`src/vpl_pkg.sv`:
```
// Constants, register map and carrier types of the valve position limits block
package vpl_pkg;
	// Positions are signed hundredths of a percent of stroke
	localparam int POS_W = 16;
	localparam logic signed [15:0] POS_FULL = 16'sh2710;
	localparam logic signed [15:0] POS_MIN = -16'sh03E8;
	localparam logic signed [15:0] POS_MAX = 16'sh2AF8;
	localparam logic signed [15:0] CUTOFF_HYST = 16'sh0064;
	// Register byte offsets
	localparam logic [11:0] OFS_CMD = 12'h000;
	localparam logic [11:0] OFS_CUTOFF = 12'h004;
	localparam logic [11:0] OFS_SOFT_LO = 12'h008;
	localparam logic [11:0] OFS_SOFT_HI = 12'h00C;
	localparam logic [11:0] OFS_TRAVEL_DB = 12'h010;
	localparam logic [11:0] OFS_STROKE = 12'h014;
	localparam logic [11:0] OFS_TRAVEL = 12'h018;
	localparam logic [11:0] OFS_CYCLE_DB = 12'h01C;
	localparam logic [11:0] OFS_CYCLES = 12'h020;
	localparam logic [11:0] OFS_CYCLE_LIM = 12'h024;
	localparam logic [11:0] OFS_DEV_TRIP = 12'h028;
	localparam logic [11:0] OFS_DEV_TIME = 12'h02C;
	localparam logic [11:0] OFS_MODE = 12'h030;
	localparam logic [11:0] OFS_FEATURES = 12'h034;
	localparam logic [11:0] OFS_STATUS = 12'h038;
	localparam logic [11:0] OFS_CURVE_X = 12'h100;
	localparam logic [11:0] OFS_CURVE_Y = 12'h180;
	localparam int CURVE_PTS = 21;
	// Values after reset
	localparam logic signed [15:0] RST_CUTOFF = 16'sh01F4;
	localparam logic signed [15:0] RST_SOFT_LO = -16'sh03E8;
	localparam logic signed [15:0] RST_SOFT_HI = 16'sh2AF8;
	localparam logic signed [15:0] RST_TRAVEL_DB = 16'sh07D0;
	localparam logic [15:0] RST_STROKE = 16'h0004;
	localparam logic signed [15:0] RST_CYCLE_DB = 16'sh03E8;
	localparam logic [31:0] RST_CYCLE_LIM = 32'hFFFF_FFFF;
	localparam logic signed [15:0] RST_DEV_TRIP = 16'sh01F4;
	// Feature byte bit positions (position n sits at bit n-1)
	localparam int FEAT_QUICK_OPEN = 0;
	localparam int FEAT_EQUAL_PCT = 1;
	localparam int FEAT_ACT_TYPE = 2;
	localparam int FEAT_ADV_MODEL = 3;
	localparam int FEAT_ROTARY_GAIN = 4;
	localparam int FEAT_CUSTOM_CURVE = 5;
	localparam int FEAT_AIR_ACTION = 7;
	// Status bit positions
	localparam int ST_SATURATED = 0;
	localparam int ST_LIMIT_HOLD = 1;
	localparam int ST_CYCLE_ALERT = 2;
	localparam int ST_DEV_ALERT = 3;
	localparam int ST_EDIT_REFUSED = 4;
	localparam int ST_CURVE_ACTIVE = 5;
	// Timing
	localparam int CLK_HZ = 50_000_000;
	localparam int BLINK_MS = 250;
	localparam int BLINK_CYC = CLK_HZ / 1000 * BLINK_MS;
	localparam int DEV_TIME_MS = 1000;
	localparam int DEV_TIME_CYC = CLK_HZ / 1000 * DEV_TIME_MS;

	typedef enum logic [0:0] {
		OPM_AUTO = 1'b0,
		OPM_OUT_OF_SERVICE = 1'b1
	} vpl_mode_t;

	typedef struct packed {
		logic valid;
		logic signed [15:0] value;
	} vpl_pos_t;

	typedef struct packed {
		logic saturate;
		logic signed [15:0] target;
	} vpl_drive_t;
endpackage : vpl_pkg

```
`src/vpl_position_limits.sv`:
```
// Command conditioning, soft limits, travel and cycle monitoring with APB registers
// Overview of operation
// Stem follows command above cutoff; at or below it the actuator saturates.
// Saturation persists until the rising command reaches cutoff plus hysteresis.
// Cutoff acts only when lower soft limit is at or below zero.
// Cutoff is disabled whenever soft travel stops are active.
// Target position is clamped between lower and upper soft limits.
// Command beyond a soft limit holds at the limit and blinks yellow.
// After reset, dead-band thresholds are centred on the first position.
// Leaving dead-band adds distance from centre, then recentres thresholds.
// Travel dead-band defaults to twenty percent of stroke.
// Position strictly inside the dead-band adds nothing to travel.
// Movement is scaled by stroke length; full stroke adds one length.
// Stroke length serves travel accounting only, never calibration.
// Cycle counts only on reversal beyond the cycle dead-band.
// Cycle count above the configured limit blinks yellow.
// Deviation above trip for longer than settling time blinks yellow; the code ignores deviation while the drive is saturated.
// Curve edits are accepted only while out of service.
// Feature byte bits decode by position, custom curve bit selects curve.
// Curves hold 21 points, range -10 to 110, non-decreasing.
// Host must not set factory curve flags while editing a curve.
// A fixed one percent hysteresis is added to the cutoff.
// Travel total and cycle count only increase and saturate.
`timescale 1ns/1ps
`default_nettype none
module vpl_position_limits
	import vpl_pkg::*;
#(
	parameter int BLINK_CYCLES = BLINK_CYC,
	parameter int DEV_TIME_RST = DEV_TIME_CYC
) (
	// Clock and reset
	input wire logic sys_clk,
	input wire logic resetn,
	// APB slave
	input wire logic psel,
	input wire logic penable,
	input wire logic pwrite,
	input wire logic [11:0] paddr,
	input wire logic [31:0] pwdata,
	input wire logic [3:0] pstrb,
	output logic [31:0] prdata,
	output logic pready,
	output logic pslverr,
	// Stem feedback and actuator drive
	input wire vpl_pos_t stemPos,
	output vpl_drive_t drive,
	// Indicator
	output logic yellowLed
);
	// Configuration and state
	logic signed [15:0] cmd_r, cutoff_r, softLo_r, softHi_r, travelDb_r, cycleDb_r, devTrip_r;
	logic [15:0] stroke_r;
	logic [31:0] cycleLim_r, devTime_r, travel_r, cycles_r, devCnt_r, blinkCnt_r, prdata_r;
	vpl_mode_t mode_r;
	logic [7:0] features_r;
	logic sat_r, editRefused_r, pslverr_r, blink_r;
	logic signed [15:0] curve_x_points_r [CURVE_PTS];
	logic signed [15:0] curve_y_points_r [CURVE_PTS];
	logic signed [15:0] center_r, extreme_r, lastPos_r;
	logic posSeen_r, dirUp_r;
	vpl_drive_t drive_r;

	// Curve address decode: hit flag, axis and point index
	function automatic logic [6:0] curveDecode(input logic [11:0] a);
		logic hit;
		logic [4:0] idx;
		hit = 1'b0;
		idx = a[6:2];
		if ((a[11:7] == OFS_CURVE_X[11:7] || a[11:7] == OFS_CURVE_Y[11:7]) && a[1:0] == 2'b00
			&& idx < 5'(CURVE_PTS)) begin
			hit = 1'b1;
		end
		return {hit, a[7], idx};
	endfunction : curveDecode

	function automatic logic signed [15:0] clampPos(input logic signed [15:0] v,
		input logic signed [15:0] lo, input logic signed [15:0] hi);
		if (v < lo) begin
			return lo;
		end else if (v > hi) begin
			return hi;
		end
		return v;
	endfunction : clampPos

	// Bus phases: data is captured in setup, answered in access with no wait state
	logic setupPh, accessWr;
	logic [6:0] cdec;
	logic [4:0] cIdx;
	logic cHit, cIsY;
	assign setupPh = psel & ~penable;
	assign accessWr = psel & penable & pwrite;
	assign cdec = curveDecode(paddr);
	assign cHit = cdec[6];
	assign cIsY = cdec[5];
	assign cIdx = cdec[4:0];
	assign pready = psel & penable;
	assign prdata = prdata_r;
	assign pslverr = pslverr_r & psel & penable;

	// Curve edit acceptance
	logic signed [15:0] wVal, prevPt;
	logic editOk, editInRange, editOrdered, factorySel;
	assign wVal = pwdata[15:0];
	assign prevPt = (cIdx == 5'd0) ? POS_MIN : (cIsY ? curve_y_points_r[cIdx - 5'd1] : curve_x_points_r[cIdx - 5'd1]);
	assign editInRange = (wVal >= POS_MIN) && (wVal <= POS_MAX);
	assign editOrdered = (wVal >= prevPt);
	assign factorySel = features_r[FEAT_QUICK_OPEN] | features_r[FEAT_EQUAL_PCT];
	assign editOk = (mode_r == OPM_OUT_OF_SERVICE) && !factorySel && editInRange && editOrdered;

	// Plain register decode
	logic mapped;
	always_comb begin
		if (cHit) begin
			mapped = 1'b1;
		end else if (paddr == OFS_CMD || paddr == OFS_CUTOFF || paddr == OFS_SOFT_LO
			|| paddr == OFS_SOFT_HI || paddr == OFS_TRAVEL_DB || paddr == OFS_STROKE
			|| paddr == OFS_TRAVEL || paddr == OFS_CYCLE_DB || paddr == OFS_CYCLES
			|| paddr == OFS_CYCLE_LIM || paddr == OFS_DEV_TRIP || paddr == OFS_DEV_TIME
			|| paddr == OFS_MODE || paddr == OFS_FEATURES || paddr == OFS_STATUS) begin
			mapped = 1'b1;
		end else begin
			mapped = 1'b0;
		end
	end

	// Soft limit clamp and cutoff qualification
	logic signed [15:0] clampedCmd;
	logic limitHold, softActive, cutoffEn, cycleAlert, devAlert;
	assign clampedCmd = clampPos(cmd_r, softLo_r, softHi_r);
	assign limitHold = (cmd_r < softLo_r) || (cmd_r > softHi_r);
	assign softActive = (softLo_r > 16'sh0000) || (softHi_r < POS_FULL);
	assign cutoffEn = (cutoff_r > 16'sh0000) && (softLo_r <= 16'sh0000) && !softActive;

	// Status word
	logic [31:0] statusWord;
	always_comb begin
		statusWord = 32'h0000_0000;
		statusWord[ST_SATURATED] = sat_r;
		statusWord[ST_LIMIT_HOLD] = limitHold;
		statusWord[ST_CYCLE_ALERT] = cycleAlert;
		statusWord[ST_DEV_ALERT] = devAlert;
		statusWord[ST_EDIT_REFUSED] = editRefused_r;
		statusWord[ST_CURVE_ACTIVE] = features_r[FEAT_CUSTOM_CURVE];
	end

	// Read data and error captured in the setup cycle
	always_ff @(posedge sys_clk or negedge resetn) begin
		if (!resetn) begin
			prdata_r <= 32'h0000_0000;
			pslverr_r <= 1'b0;
		end else if (setupPh) begin
			pslverr_r <= !mapped || (pwrite && cHit && !editOk);
			prdata_r <= 32'h0000_0000;
			if (!pwrite) begin
				if (cHit) begin
					prdata_r <= {{16{1'b0}}, cIsY ? curve_y_points_r[cIdx] : curve_x_points_r[cIdx]};
				end else if (paddr == OFS_CMD) begin
					prdata_r <= {16'h0000, cmd_r};
				end else if (paddr == OFS_CUTOFF) begin
					prdata_r <= {16'h0000, cutoff_r};
				end else if (paddr == OFS_SOFT_LO) begin
					prdata_r <= {16'h0000, softLo_r};
				end else if (paddr == OFS_SOFT_HI) begin
					prdata_r <= {16'h0000, softHi_r};
				end else if (paddr == OFS_TRAVEL_DB) begin
					prdata_r <= {16'h0000, travelDb_r};
				end else if (paddr == OFS_STROKE) begin
					prdata_r <= {16'h0000, stroke_r};
				end else if (paddr == OFS_TRAVEL) begin
					prdata_r <= travel_r;
				end else if (paddr == OFS_CYCLE_DB) begin
					prdata_r <= {16'h0000, cycleDb_r};
				end else if (paddr == OFS_CYCLES) begin
					prdata_r <= cycles_r;
				end else if (paddr == OFS_CYCLE_LIM) begin
					prdata_r <= cycleLim_r;
				end else if (paddr == OFS_DEV_TRIP) begin
					prdata_r <= {16'h0000, devTrip_r};
				end else if (paddr == OFS_DEV_TIME) begin
					prdata_r <= devTime_r;
				end else if (paddr == OFS_MODE) begin
					prdata_r <= {31'h0000_0000, mode_r};
				end else if (paddr == OFS_FEATURES) begin
					prdata_r <= {24'h00_0000, features_r};
				end else if (paddr == OFS_STATUS) begin
					prdata_r <= statusWord;
				end
			end
		end
	end

	// Configuration writes need the low two byte strobes; cycle limit and deviation time need all four
	logic wrOk;
	assign wrOk = accessWr && (pstrb[1:0] == 2'b11);
	always_ff @(posedge sys_clk or negedge resetn) begin
		if (!resetn) begin
			cmd_r <= 16'sh0000;
			cutoff_r <= RST_CUTOFF;
			softLo_r <= RST_SOFT_LO;
			softHi_r <= RST_SOFT_HI;
			travelDb_r <= RST_TRAVEL_DB;
			stroke_r <= RST_STROKE;
			cycleDb_r <= RST_CYCLE_DB;
			cycleLim_r <= RST_CYCLE_LIM;
			devTrip_r <= RST_DEV_TRIP;
			devTime_r <= 32'(DEV_TIME_RST);
			mode_r <= OPM_AUTO;
			features_r <= 8'h00;
		end else if (wrOk) begin
			if (paddr == OFS_CMD) begin
				cmd_r <= clampPos(wVal, POS_MIN, POS_MAX);
			end else if (paddr == OFS_CUTOFF) begin
				cutoff_r <= wVal;
			end else if (paddr == OFS_SOFT_LO) begin
				softLo_r <= wVal;
			end else if (paddr == OFS_SOFT_HI) begin
				softHi_r <= wVal;
			end else if (paddr == OFS_TRAVEL_DB) begin
				travelDb_r <= wVal;
			end else if (paddr == OFS_STROKE) begin
				stroke_r <= pwdata[15:0];
			end else if (paddr == OFS_CYCLE_DB) begin
				cycleDb_r <= wVal;
			end else if (paddr == OFS_CYCLE_LIM && pstrb == 4'hF) begin
				cycleLim_r <= pwdata;
			end else if (paddr == OFS_DEV_TRIP) begin
				devTrip_r <= wVal;
			end else if (paddr == OFS_DEV_TIME && pstrb == 4'hF) begin
				devTime_r <= pwdata;
			end else if (paddr == OFS_MODE) begin
				mode_r <= vpl_mode_t'(pwdata[0]);
			end else if (paddr == OFS_FEATURES) begin
				features_r <= pwdata[7:0];
			end
		end
	end

	// Curve point storage
	always_ff @(posedge sys_clk or negedge resetn) begin
		if (!resetn) begin
			for (int i = 0; i < CURVE_PTS; i++) begin
				curve_x_points_r[i] <= 16'sh0000;
				curve_y_points_r[i] <= 16'sh0000;
			end
		end else if (accessWr && cHit && editOk) begin
			if (cIsY) begin
				curve_y_points_r[cIdx] <= wVal;
			end else begin
				curve_x_points_r[cIdx] <= wVal;
			end
		end
	end

	// Refused edits are sticky; a new refusal wins over a clear in the same cycle
	always_ff @(posedge sys_clk or negedge resetn) begin
		if (!resetn) begin
			editRefused_r <= 1'b0;
		end else if (accessWr && cHit && !editOk) begin
			editRefused_r <= 1'b1;
		end else if (accessWr && paddr == OFS_STATUS && pwdata[ST_EDIT_REFUSED]) begin
			editRefused_r <= 1'b0;
		end
	end

	// Tight shutoff saturation with hysteresis on the way out
	always_ff @(posedge sys_clk or negedge resetn) begin
		if (!resetn) begin
			sat_r <= 1'b0;
		end else if (!cutoffEn) begin
			sat_r <= 1'b0;
		end else if (!sat_r && cmd_r <= cutoff_r) begin
			sat_r <= 1'b1;
		end else if (sat_r && cmd_r >= cutoff_r + CUTOFF_HYST) begin
			sat_r <= 1'b0;
		end
	end

	// Drive output registered
	always_ff @(posedge sys_clk or negedge resetn) begin
		if (!resetn) begin
			drive_r <= '0;
		end else begin
			drive_r.saturate <= sat_r;
			drive_r.target <= sat_r ? softLo_r : clampedCmd;
		end
	end
	assign drive = drive_r;

	// Travel accumulator with a moving dead-band
	logic signed [16:0] dbHi, dbLo, moveS;
	logic [15:0] moveAbs;
	logic [31:0] moveScaled;
	logic [32:0] travelSum;
	logic leaveDb;
	assign dbHi = 17'(center_r) + 17'(travelDb_r);
	assign dbLo = 17'(center_r) - 17'(travelDb_r);
	assign moveS = 17'(stemPos.value) - 17'(center_r);
	assign moveAbs = moveS[16] ? 16'(-moveS) : moveS[15:0];
	// Stroke length is used here only; calibration never sees it
	assign moveScaled = moveAbs * stroke_r;
	assign travelSum = 33'(travel_r) + 33'(moveScaled);
	assign leaveDb = (17'(stemPos.value) >= dbHi) || (17'(stemPos.value) <= dbLo);
	always_ff @(posedge sys_clk or negedge resetn) begin
		if (!resetn) begin
			posSeen_r <= 1'b0;
			center_r <= 16'sh0000;
			travel_r <= 32'h0000_0000;
		end else if (stemPos.valid) begin
			posSeen_r <= 1'b1;
			if (!posSeen_r) begin
				center_r <= stemPos.value;
			end else if (leaveDb) begin
				center_r <= stemPos.value;
				travel_r <= travelSum[32] ? 32'hFFFF_FFFF : travelSum[31:0];
			end
		end
	end

	// Cycle counter: follow the extreme, count a reversal beyond the dead-band
	logic signed [16:0] backOff;
	logic reversal;
	assign backOff = dirUp_r ? (17'(extreme_r) - 17'(stemPos.value))
		: (17'(stemPos.value) - 17'(extreme_r));
	assign reversal = posSeen_r && (backOff > 17'(cycleDb_r));
	always_ff @(posedge sys_clk or negedge resetn) begin
		if (!resetn) begin
			extreme_r <= 16'sh0000;
			dirUp_r <= 1'b1;
			cycles_r <= 32'h0000_0000;
		end else if (stemPos.valid) begin
			if (!posSeen_r) begin
				extreme_r <= stemPos.value;
			end else if (reversal) begin
				extreme_r <= stemPos.value;
				dirUp_r <= !dirUp_r;
				if (cycles_r != 32'hFFFF_FFFF) begin
					cycles_r <= cycles_r + 32'h0000_0001;
				end
			end else if (dirUp_r ? (stemPos.value > extreme_r) : (stemPos.value < extreme_r)) begin
				extreme_r <= stemPos.value;
			end
		end
	end
	assign cycleAlert = cycles_r > cycleLim_r;

	// Position deviation timer
	logic signed [16:0] devS;
	logic [16:0] devAbs;
	assign devS = 17'(lastPos_r) - 17'(drive_r.target);
	assign devAbs = devS[16] ? 17'(-devS) : devS;
	always_ff @(posedge sys_clk or negedge resetn) begin
		if (!resetn) begin
			lastPos_r <= 16'sh0000;
		end else if (stemPos.valid) begin
			lastPos_r <= stemPos.value;
		end
	end
	// Saturated drive is excluded: the stem is meant to sit on the seat then
	always_ff @(posedge sys_clk or negedge resetn) begin
		if (!resetn) begin
			devCnt_r <= 32'h0000_0000;
		end else if (!posSeen_r || drive_r.saturate || devAbs <= 17'(devTrip_r)) begin
			devCnt_r <= 32'h0000_0000;
		end else if (devCnt_r <= devTime_r) begin
			devCnt_r <= devCnt_r + 32'h0000_0001;
		end
	end
	assign devAlert = devCnt_r > devTime_r;

	// Yellow indicator blinks while any alert stands
	logic blinkTick;
	assign blinkTick = (blinkCnt_r == 32'(BLINK_CYCLES - 1));
	always_ff @(posedge sys_clk or negedge resetn) begin
		if (!resetn) begin
			blinkCnt_r <= 32'h0000_0000;
		end else if (blinkTick) begin
			blinkCnt_r <= 32'h0000_0000;
		end else begin
			blinkCnt_r <= blinkCnt_r + 32'h0000_0001;
		end
	end
	always_ff @(posedge sys_clk or negedge resetn) begin
		if (!resetn) begin
			blink_r <= 1'b0;
		end else if (blinkTick) begin
			blink_r <= !blink_r;
		end
	end
	always_ff @(posedge sys_clk or negedge resetn) begin
		if (!resetn) begin
			yellowLed <= 1'b0;
		end else begin
			yellowLed <= blink_r && (limitHold || cycleAlert || devAlert);
		end
	end
endmodule : vpl_position_limits
`default_nettype wire

```
`config.mk`:
```
export PLATFORM = sky130hd
export DESIGN_NAME = vpl_position_limits
export DESIGN_NICKNAME = d
export VERILOG_FILES = /design/src/vpl_pkg.sv /design/src/vpl_position_limits.sv
export SDC_FILE = /design/constraint.sdc
export NUM_CORES = 2
export LEC_CHECK = 0
export BUFFER_PORTS_ARGS = -buffer_cell sky130_fd_sc_hd__clkbuf_2
export CORE_MARGIN = 2
export CORE_UTILIZATION = 60
export CTS_CLUSTER_DIAMETER = 100
export CTS_CLUSTER_SIZE = 16
export DETAILED_ROUTE_END_ITERATION = 7
export HOLD_SLACK_MARGIN = 0.05
export PLACE_DENSITY_LB_ADDON = 0.08
export REMOVE_ABC_BUFFERS = 1
export SYNTH_ARGS = -nofsm -noshare
export SYNTH_HDL_FRONTEND = slang
export SYNTH_SLANG_ARGS = --single-unit
export TNS_END_PERCENT = 100
```
`constraint.sdc`:
```
create_clock -name sys_clk -period 27 [get_ports sys_clk]
set_input_delay 2.7 -clock sys_clk [delete_from_list [all_inputs] [get_ports sys_clk]]
set_output_delay 2.7 -clock sys_clk [all_outputs]
set_load 0.05 [all_outputs]
```
# Word-level counts from Yosys, hierarchy flattened
# Cells that the tools add are included.
classes:
  n_addsub: 14
  mul: 1
  order_cmp: 26
  eq_ne: 23
  mux: 70
  bitwise: 21
  n_reduce_logical: 78
op_table:
  columns: ["operator", "n"]
  rows:
  - ["$bwmux W336", 2]
  - ["$mux W32", 18]
  - ["$mux W16", 25]
  - ["$bmux W16 S5", 4]
  - ["$add A32 B1 Y32 const B", 3]
  - ["$sub A16 B16 Y17", 5]
  - ["$eq A12 B6 Y1 const B", 7]
  - ["$demux W16 S5", 1]
  - ["$gt A32 B32 Y1", 2]
  - ["$eq A12 B5 Y1 const B", 4]
  - ["$mux W17", 2]
  - ["$add A32 B32 Y33", 1]
  - ["$eq A32 B24 Y1 const B", 1]
  - ["$ge A16 B16 Y1", 2]
  - ["$gt A16 B1 Y1 const B", 2]
  - ["$gt A16 B16 Y1", 2]
  - ["$le A32 B32 Y1", 1]
  - ["$lt A16 B16 Y1", 2]
  - ["$mul A16 B16 Y32", 1]
  - ["$ne A32 B32 Y1 const B", 1]
  - ["$eq A12 B4 Y1 const B", 2]
  - ["$logic_and A1 B1 Y1", 23]
  - ["$logic_or A1 B1 Y1", 23]
  - ["$add A16 B16 Y17", 1]
  - ["other kinds (48)", 98]
totals:
  register_bits: 1105
  input_bits: 70
  output_inout_bits: 52

# Longest topological paths before layout
logic_depth:
  depth_word: 19
  depth_mapped: 38
  mapped_depth_nobuf: 36

# Worst setup path after synthesis
# OpenSTA, ideal clock, no wires.
synth_path:
  kind: "input to register"
  start: "input stemPos[0] in the netlist's numbering"
  end: "register travel_r[10]"
  setup_ns: 0.121
  t_arrival_ns: 10.802
  required_ns: 26.879
  setup_slack_ns: 16.077
  cell_stages: 38
  n_path_buf: 3
  cell_sequence: "inv_1 ha_1 fa_1 nor2b_1 o31a_1 o21a_1 o21bai_1 a31oi_1 o21ai_0 a31oi_1 clkbuf_1 nor2_1 xnor2_1 clkbuf_1 nand2_1 fa_1 inv_1 fa_1 (+2 left out) inv_1 fa_1 fa_1 inv_1 fa_1 inv_1 ha_1 a21oi_1 o221ai_1 a211oi_1 nor4b_1 o21ai_0 o22ai_1 o21ai_0 xnor2_1 nand2_1 buf_1 o22a_1"
synth_between:
  elab_chain_cells: 6
synth_rtl:
  columns: ["element", "line_no", "text"]
  rows:
  - ["start, declared", "vpl_position_limits.sv:46", "input wire vpl_pos_t stemPos,"]
  - ["$sub A16 B16 Y17", "vpl_position_limits.sv:299", "assign moveS = 17'(stemPos.value) - 17'(center_r);"]
  - ["$neg A16 Y16", "vpl_position_limits.sv:300", "assign moveAbs = moveS[16] ? 16'(-moveS) : moveS[15:0];"]
  - ["$mux W16", "vpl_position_limits.sv:300", null]
  - ["$mul A16 B16 Y32", "vpl_position_limits.sv:302", "assign moveScaled = moveAbs * stroke_r;"]
  - ["$add A32 B32 Y33", "vpl_position_limits.sv:303", "assign travelSum = 33'(travel_r) + 33'(moveScaled);"]
  - ["$mux W32", "vpl_position_limits.sv:316", "travel_r <= travelSum[32] ? 32'hFFFF_FFFF : travelSum[31:0];"]
  - ["end signal, assigned", "vpl_position_limits.sv:316", null]
  - ["end, declared", "vpl_position_limits.sv:54", "logic [31:0] cycleLim_r, devTime_r, travel_r, cycles_r, devCnt_r, blinkCnt_r, prdata_r;"]
# Several ways; a longest one is shown, not always the timed one.
# A chain may end at the register's enable or synchronous reset.

# Worst setup path in the final report
layout_path:
  start: "input stemPos[0] in the netlist's numbering"
  end: "register travel_r[28]"
# Same word-level chain as after synthesis.

==> results by group <==
Logic synthesis
  – Top cell type's share of synthesized area: 0.3331
  – Synth top cells by count: 1019 x dfrtp_1, 664 x mux2_2, 644 x inv_1
  – Distinct cells, synth: 92
  – Main synth FF type: dfrtp_1
  – Synth Area in XOR/XNOR: 0.02505
  – Yosys reg bits: 1105
  – Seq/Total Area, Yosys: 0.3626
  – Simple-Gate Fraction of Synth Area: 0.09565
  – Syn Inst Count: 6746
  – Top cell type by total area after synthesis: dfrtp_1
  – Compound-Gate Fraction of Synth Area: 0.09091
  – Async set or reset register ratio after synthesis: 1.000
  – Syn avg cell area: about 11 um2
  – Synth warn: 0
  – Post-synth EDFFs: 0
  – Most instantiated library cell after synthesis: dfrtp_1
  – Area contributors post-synth: dfrtp_1 33%, mux4_2 11%, mux2_2 9.8%, ha_1 6.9%, fa_1 6.1%
  – Cell Area, Synth: 76560 um2
  – Mux cell area share after synthesis: 0.2388
  – Combinational family with the most area after synthesis: multiplexers
  – Adder-Cell Fraction of Synth Area: 0.1296

Worst setup path
  – Cell family with most CP delay: adder cells
  – Setup slack, reg-to-reg: around 17 ns
  – Worst R2R End: travel_r[28]
  – Crit end category: flip-flop
  – Critical path type: in2reg
  – Slowest cell on crit path: nand2_1
  – CP dominant cell by count: fa_1
  – Crit-path max cell delay: about 0.71 ns
  – WP depth: 35
  – Crit path to: travel_r[28]
  – R2R Path Start: center_r[0]
  – Crit path max fanout: 32
  – CP Data Arrival Time: roughly 13 ns
  – R2R depth: 33
  – Critical Path Source: stemPos[0]
  – WP data required: approximately 28 ns
  – Buf/Inv on CP: 7
  – Crit start category: input pin

Final layout
  – Layout fillers: about 10k
  – Layout Cells excl Fill: 8367
  – Share of layout cells above drive strength 1: 0.2454
  – Area grow syn2layout: 5.753%
  – Finished Cell Area: roughly 81000 um2
  – Final net count: 7392
  – Register Area: about 28000 um2
  – Area of the multi-input gates: ~45000 um2

Min path
  – Hold crit path type: reg2reg

Floorplanning
  – Die height: ~360 um
  – Initial Util: 0.6027
  – Core ar.: between 100000 and 150000 um2
  – Die W: approximately 360 um
  – IO Pins: 122
  – FP Rows: 131
  – Die area: approximately 130000 um2

Global routing
  – Initial antenna violation count: 7
  – Vias in the first global route: about 56k
  – Overall Global Routing Usage: 0.3634
  – First-pass GRT wire length: approximately 360 mm
  – Global route overflow: 0
  – Largest net degree at the start of global routing: 128

STA
  – Final WS setup: ~15 ns
  – Unrepaired setup endpoints after global routing: no
  – Worst hold slack: 0.4795 ns
  – Final setup viols: 0
  – Pins Over Slew Limit: 0
  – Worst Skew: approximately 0.036 ns
  – Final hold vios: 0
  – Max frequency: just over 80 MHz
  – Worst-Margin Slew: approximately 1.3 ns
  – Setup TNS: 0 ns
  – Final min period: around 12 ns
  – Final period util: 0.4575
  – Slew margin rel.: 0.1296

Placement
  – IO Port Bufs: 121
  – Gpl congestion: ~0.99
  – DP HPWL: 164.4 mm
  – Placed Cells: 8246
  – Worst slack at placement: around 14 ns
  – Placed Instance Area: 78570 um2

Detailed routing
  – Number of antenna-violating nets in the routed design: 0
  – Detailed-route DRC error count: 0
  – DR WL/cell: roughly 28 um
  – Detailed Route WL: around 230 mm
  – DR iter-0 viols: about 5.3k
  – Vias: approximately 55k
  – Vias/cell: around 6.6
  – Detailed Routing Iterations Pass 1: 6

CTS
  – Postcts setup bufs: 0
  – Max clock buf depth: 3
  – Hold bufs inserted after CTS: 0
  – CTS tree: yes
  – Post-CTS Resized: 0
  – H-tree level count: 3
  – CTS buffer count: 82
  – Root buf cell: clkbuf_16
  – Total clock sinks: 1105
  – Worst skew pair latency: ~0.73 ns
  – Clock slew at reported path FFs: around 0.070 ns

Run status
  – Status: completed

Run
  – Max-cap viol count: 0

Power and ir drop
  – Lkg Pwr: about 38 nW
  – Max VDD drop: 0.08663 mV
  – PwrDens: about 58 nW/um2
worst min-delay path by stage:
stage                     cells after the start           start  slack (ns)              to
after floorplan                               0           sat_r        0.42       drive[16]
after global placement                        2      prdata[26]        0.47      prdata[26]
after detailed placement                      1  blinkCnt_r[31]        0.47  blinkCnt_r[31]
after CTS                                     1  blinkCnt_r[31]        0.48  blinkCnt_r[31]
after global routing                          1  blinkCnt_r[31]        0.50  blinkCnt_r[31]
final                                         1  blinkCnt_r[31]        0.48  blinkCnt_r[31]
final cells by class:
cell class / count / share of cell area
diodes: 3 / 0.00009272
clock buffers: 106 / 0.02646
clock inverters: 12 / 0.003044
inverters: 647 / 0.03000
multi-input cells: 4564 / 0.5502
flip-flops and latches: 1105 / 0.3429
well taps: 1662 / 0.02568
repair buffers: 268 / 0.02168
cells in the final DEF, fill, tap and decap left out, types with 73 or more instances in the layout:
cell type / n
a21oi_1: 209
and2_1: 146
buf_4: 148
clkbuf_16: 82
clkbuf_2: 115
dfrtp_1: 1019
dfstp_2: 86
fa_1: 232
ha_1: 421
inv_1: 644
mux2_2: 664
mux2_4: 77
mux2i_1: 73
mux4_2: 373
nand2_1: 431
nand3_1: 91
nor2_1: 253
nor3_1: 92
o21ai_0: 295
xnor2_1: 170
layer usage:
layer / vias to the layer above / track usage / routed length (um)
met5: - / 0 / 15
met1: 28630 / 0.4627 / 90550
met3: 634 / 0.06224 / 16540
met2: 2256 / 0.5933 / 111200
li1: 23910 / - / -
met4: 2 / 0.2027 / 15950
metrics by stage:
stage               utilization  power, W
floorplan                     -  0.002808
global placement         0.6185  0.003424
detailed placement       0.6185  0.003446
CTS                      0.6373  0.004668
global route             0.6373  0.004895
finish                   0.6374  0.004662
worst register-to-register path, delay by kind of cell (launching register included):
kind | cells | cell delay, ns
AOI/OAI and AO/OA | 12 | 3.33
xor gates and xnor gates | 2 | 0.33
adders and majority gates | 9 | 3.99
buffers and inverters | 5 | 0.42
DFF | 1 | 0.42
and+or+nand+nor | 5 | 1.85
state kept, by name, indices dropped and copies added (netlist names), 17 cells and up:
register	cells
devCnt_r	32
prdata	32
cycleLim_r	32
curve_y_points_r	336
travel_r	32
cycles_r	32
blinkCnt_r	32
curve_x_points_r	336
devTime_r	32
drive	17
cell families after synthesis:
kind of cell,Yosys count
muxes,1233
buffers and inverters,1077
AOI/OAI and AO/OA,1068
and+or+nand+nor,1390
DFF,1105
adders and majority gates,654
xor gates and xnor gates,219
power breakdown:
| group | total [W] | internal (W) | switching [W] |
|---|---|---|---|
| registers | 0.00179 | 0.00171 | 0.0000811 |
| clock network | 0.00122 | 0.000584 | 0.000638 |
| logic | 0.00165 | 0.000590 | 0.00106 |
Note: power is estimated with default switching activity, not from simulation.
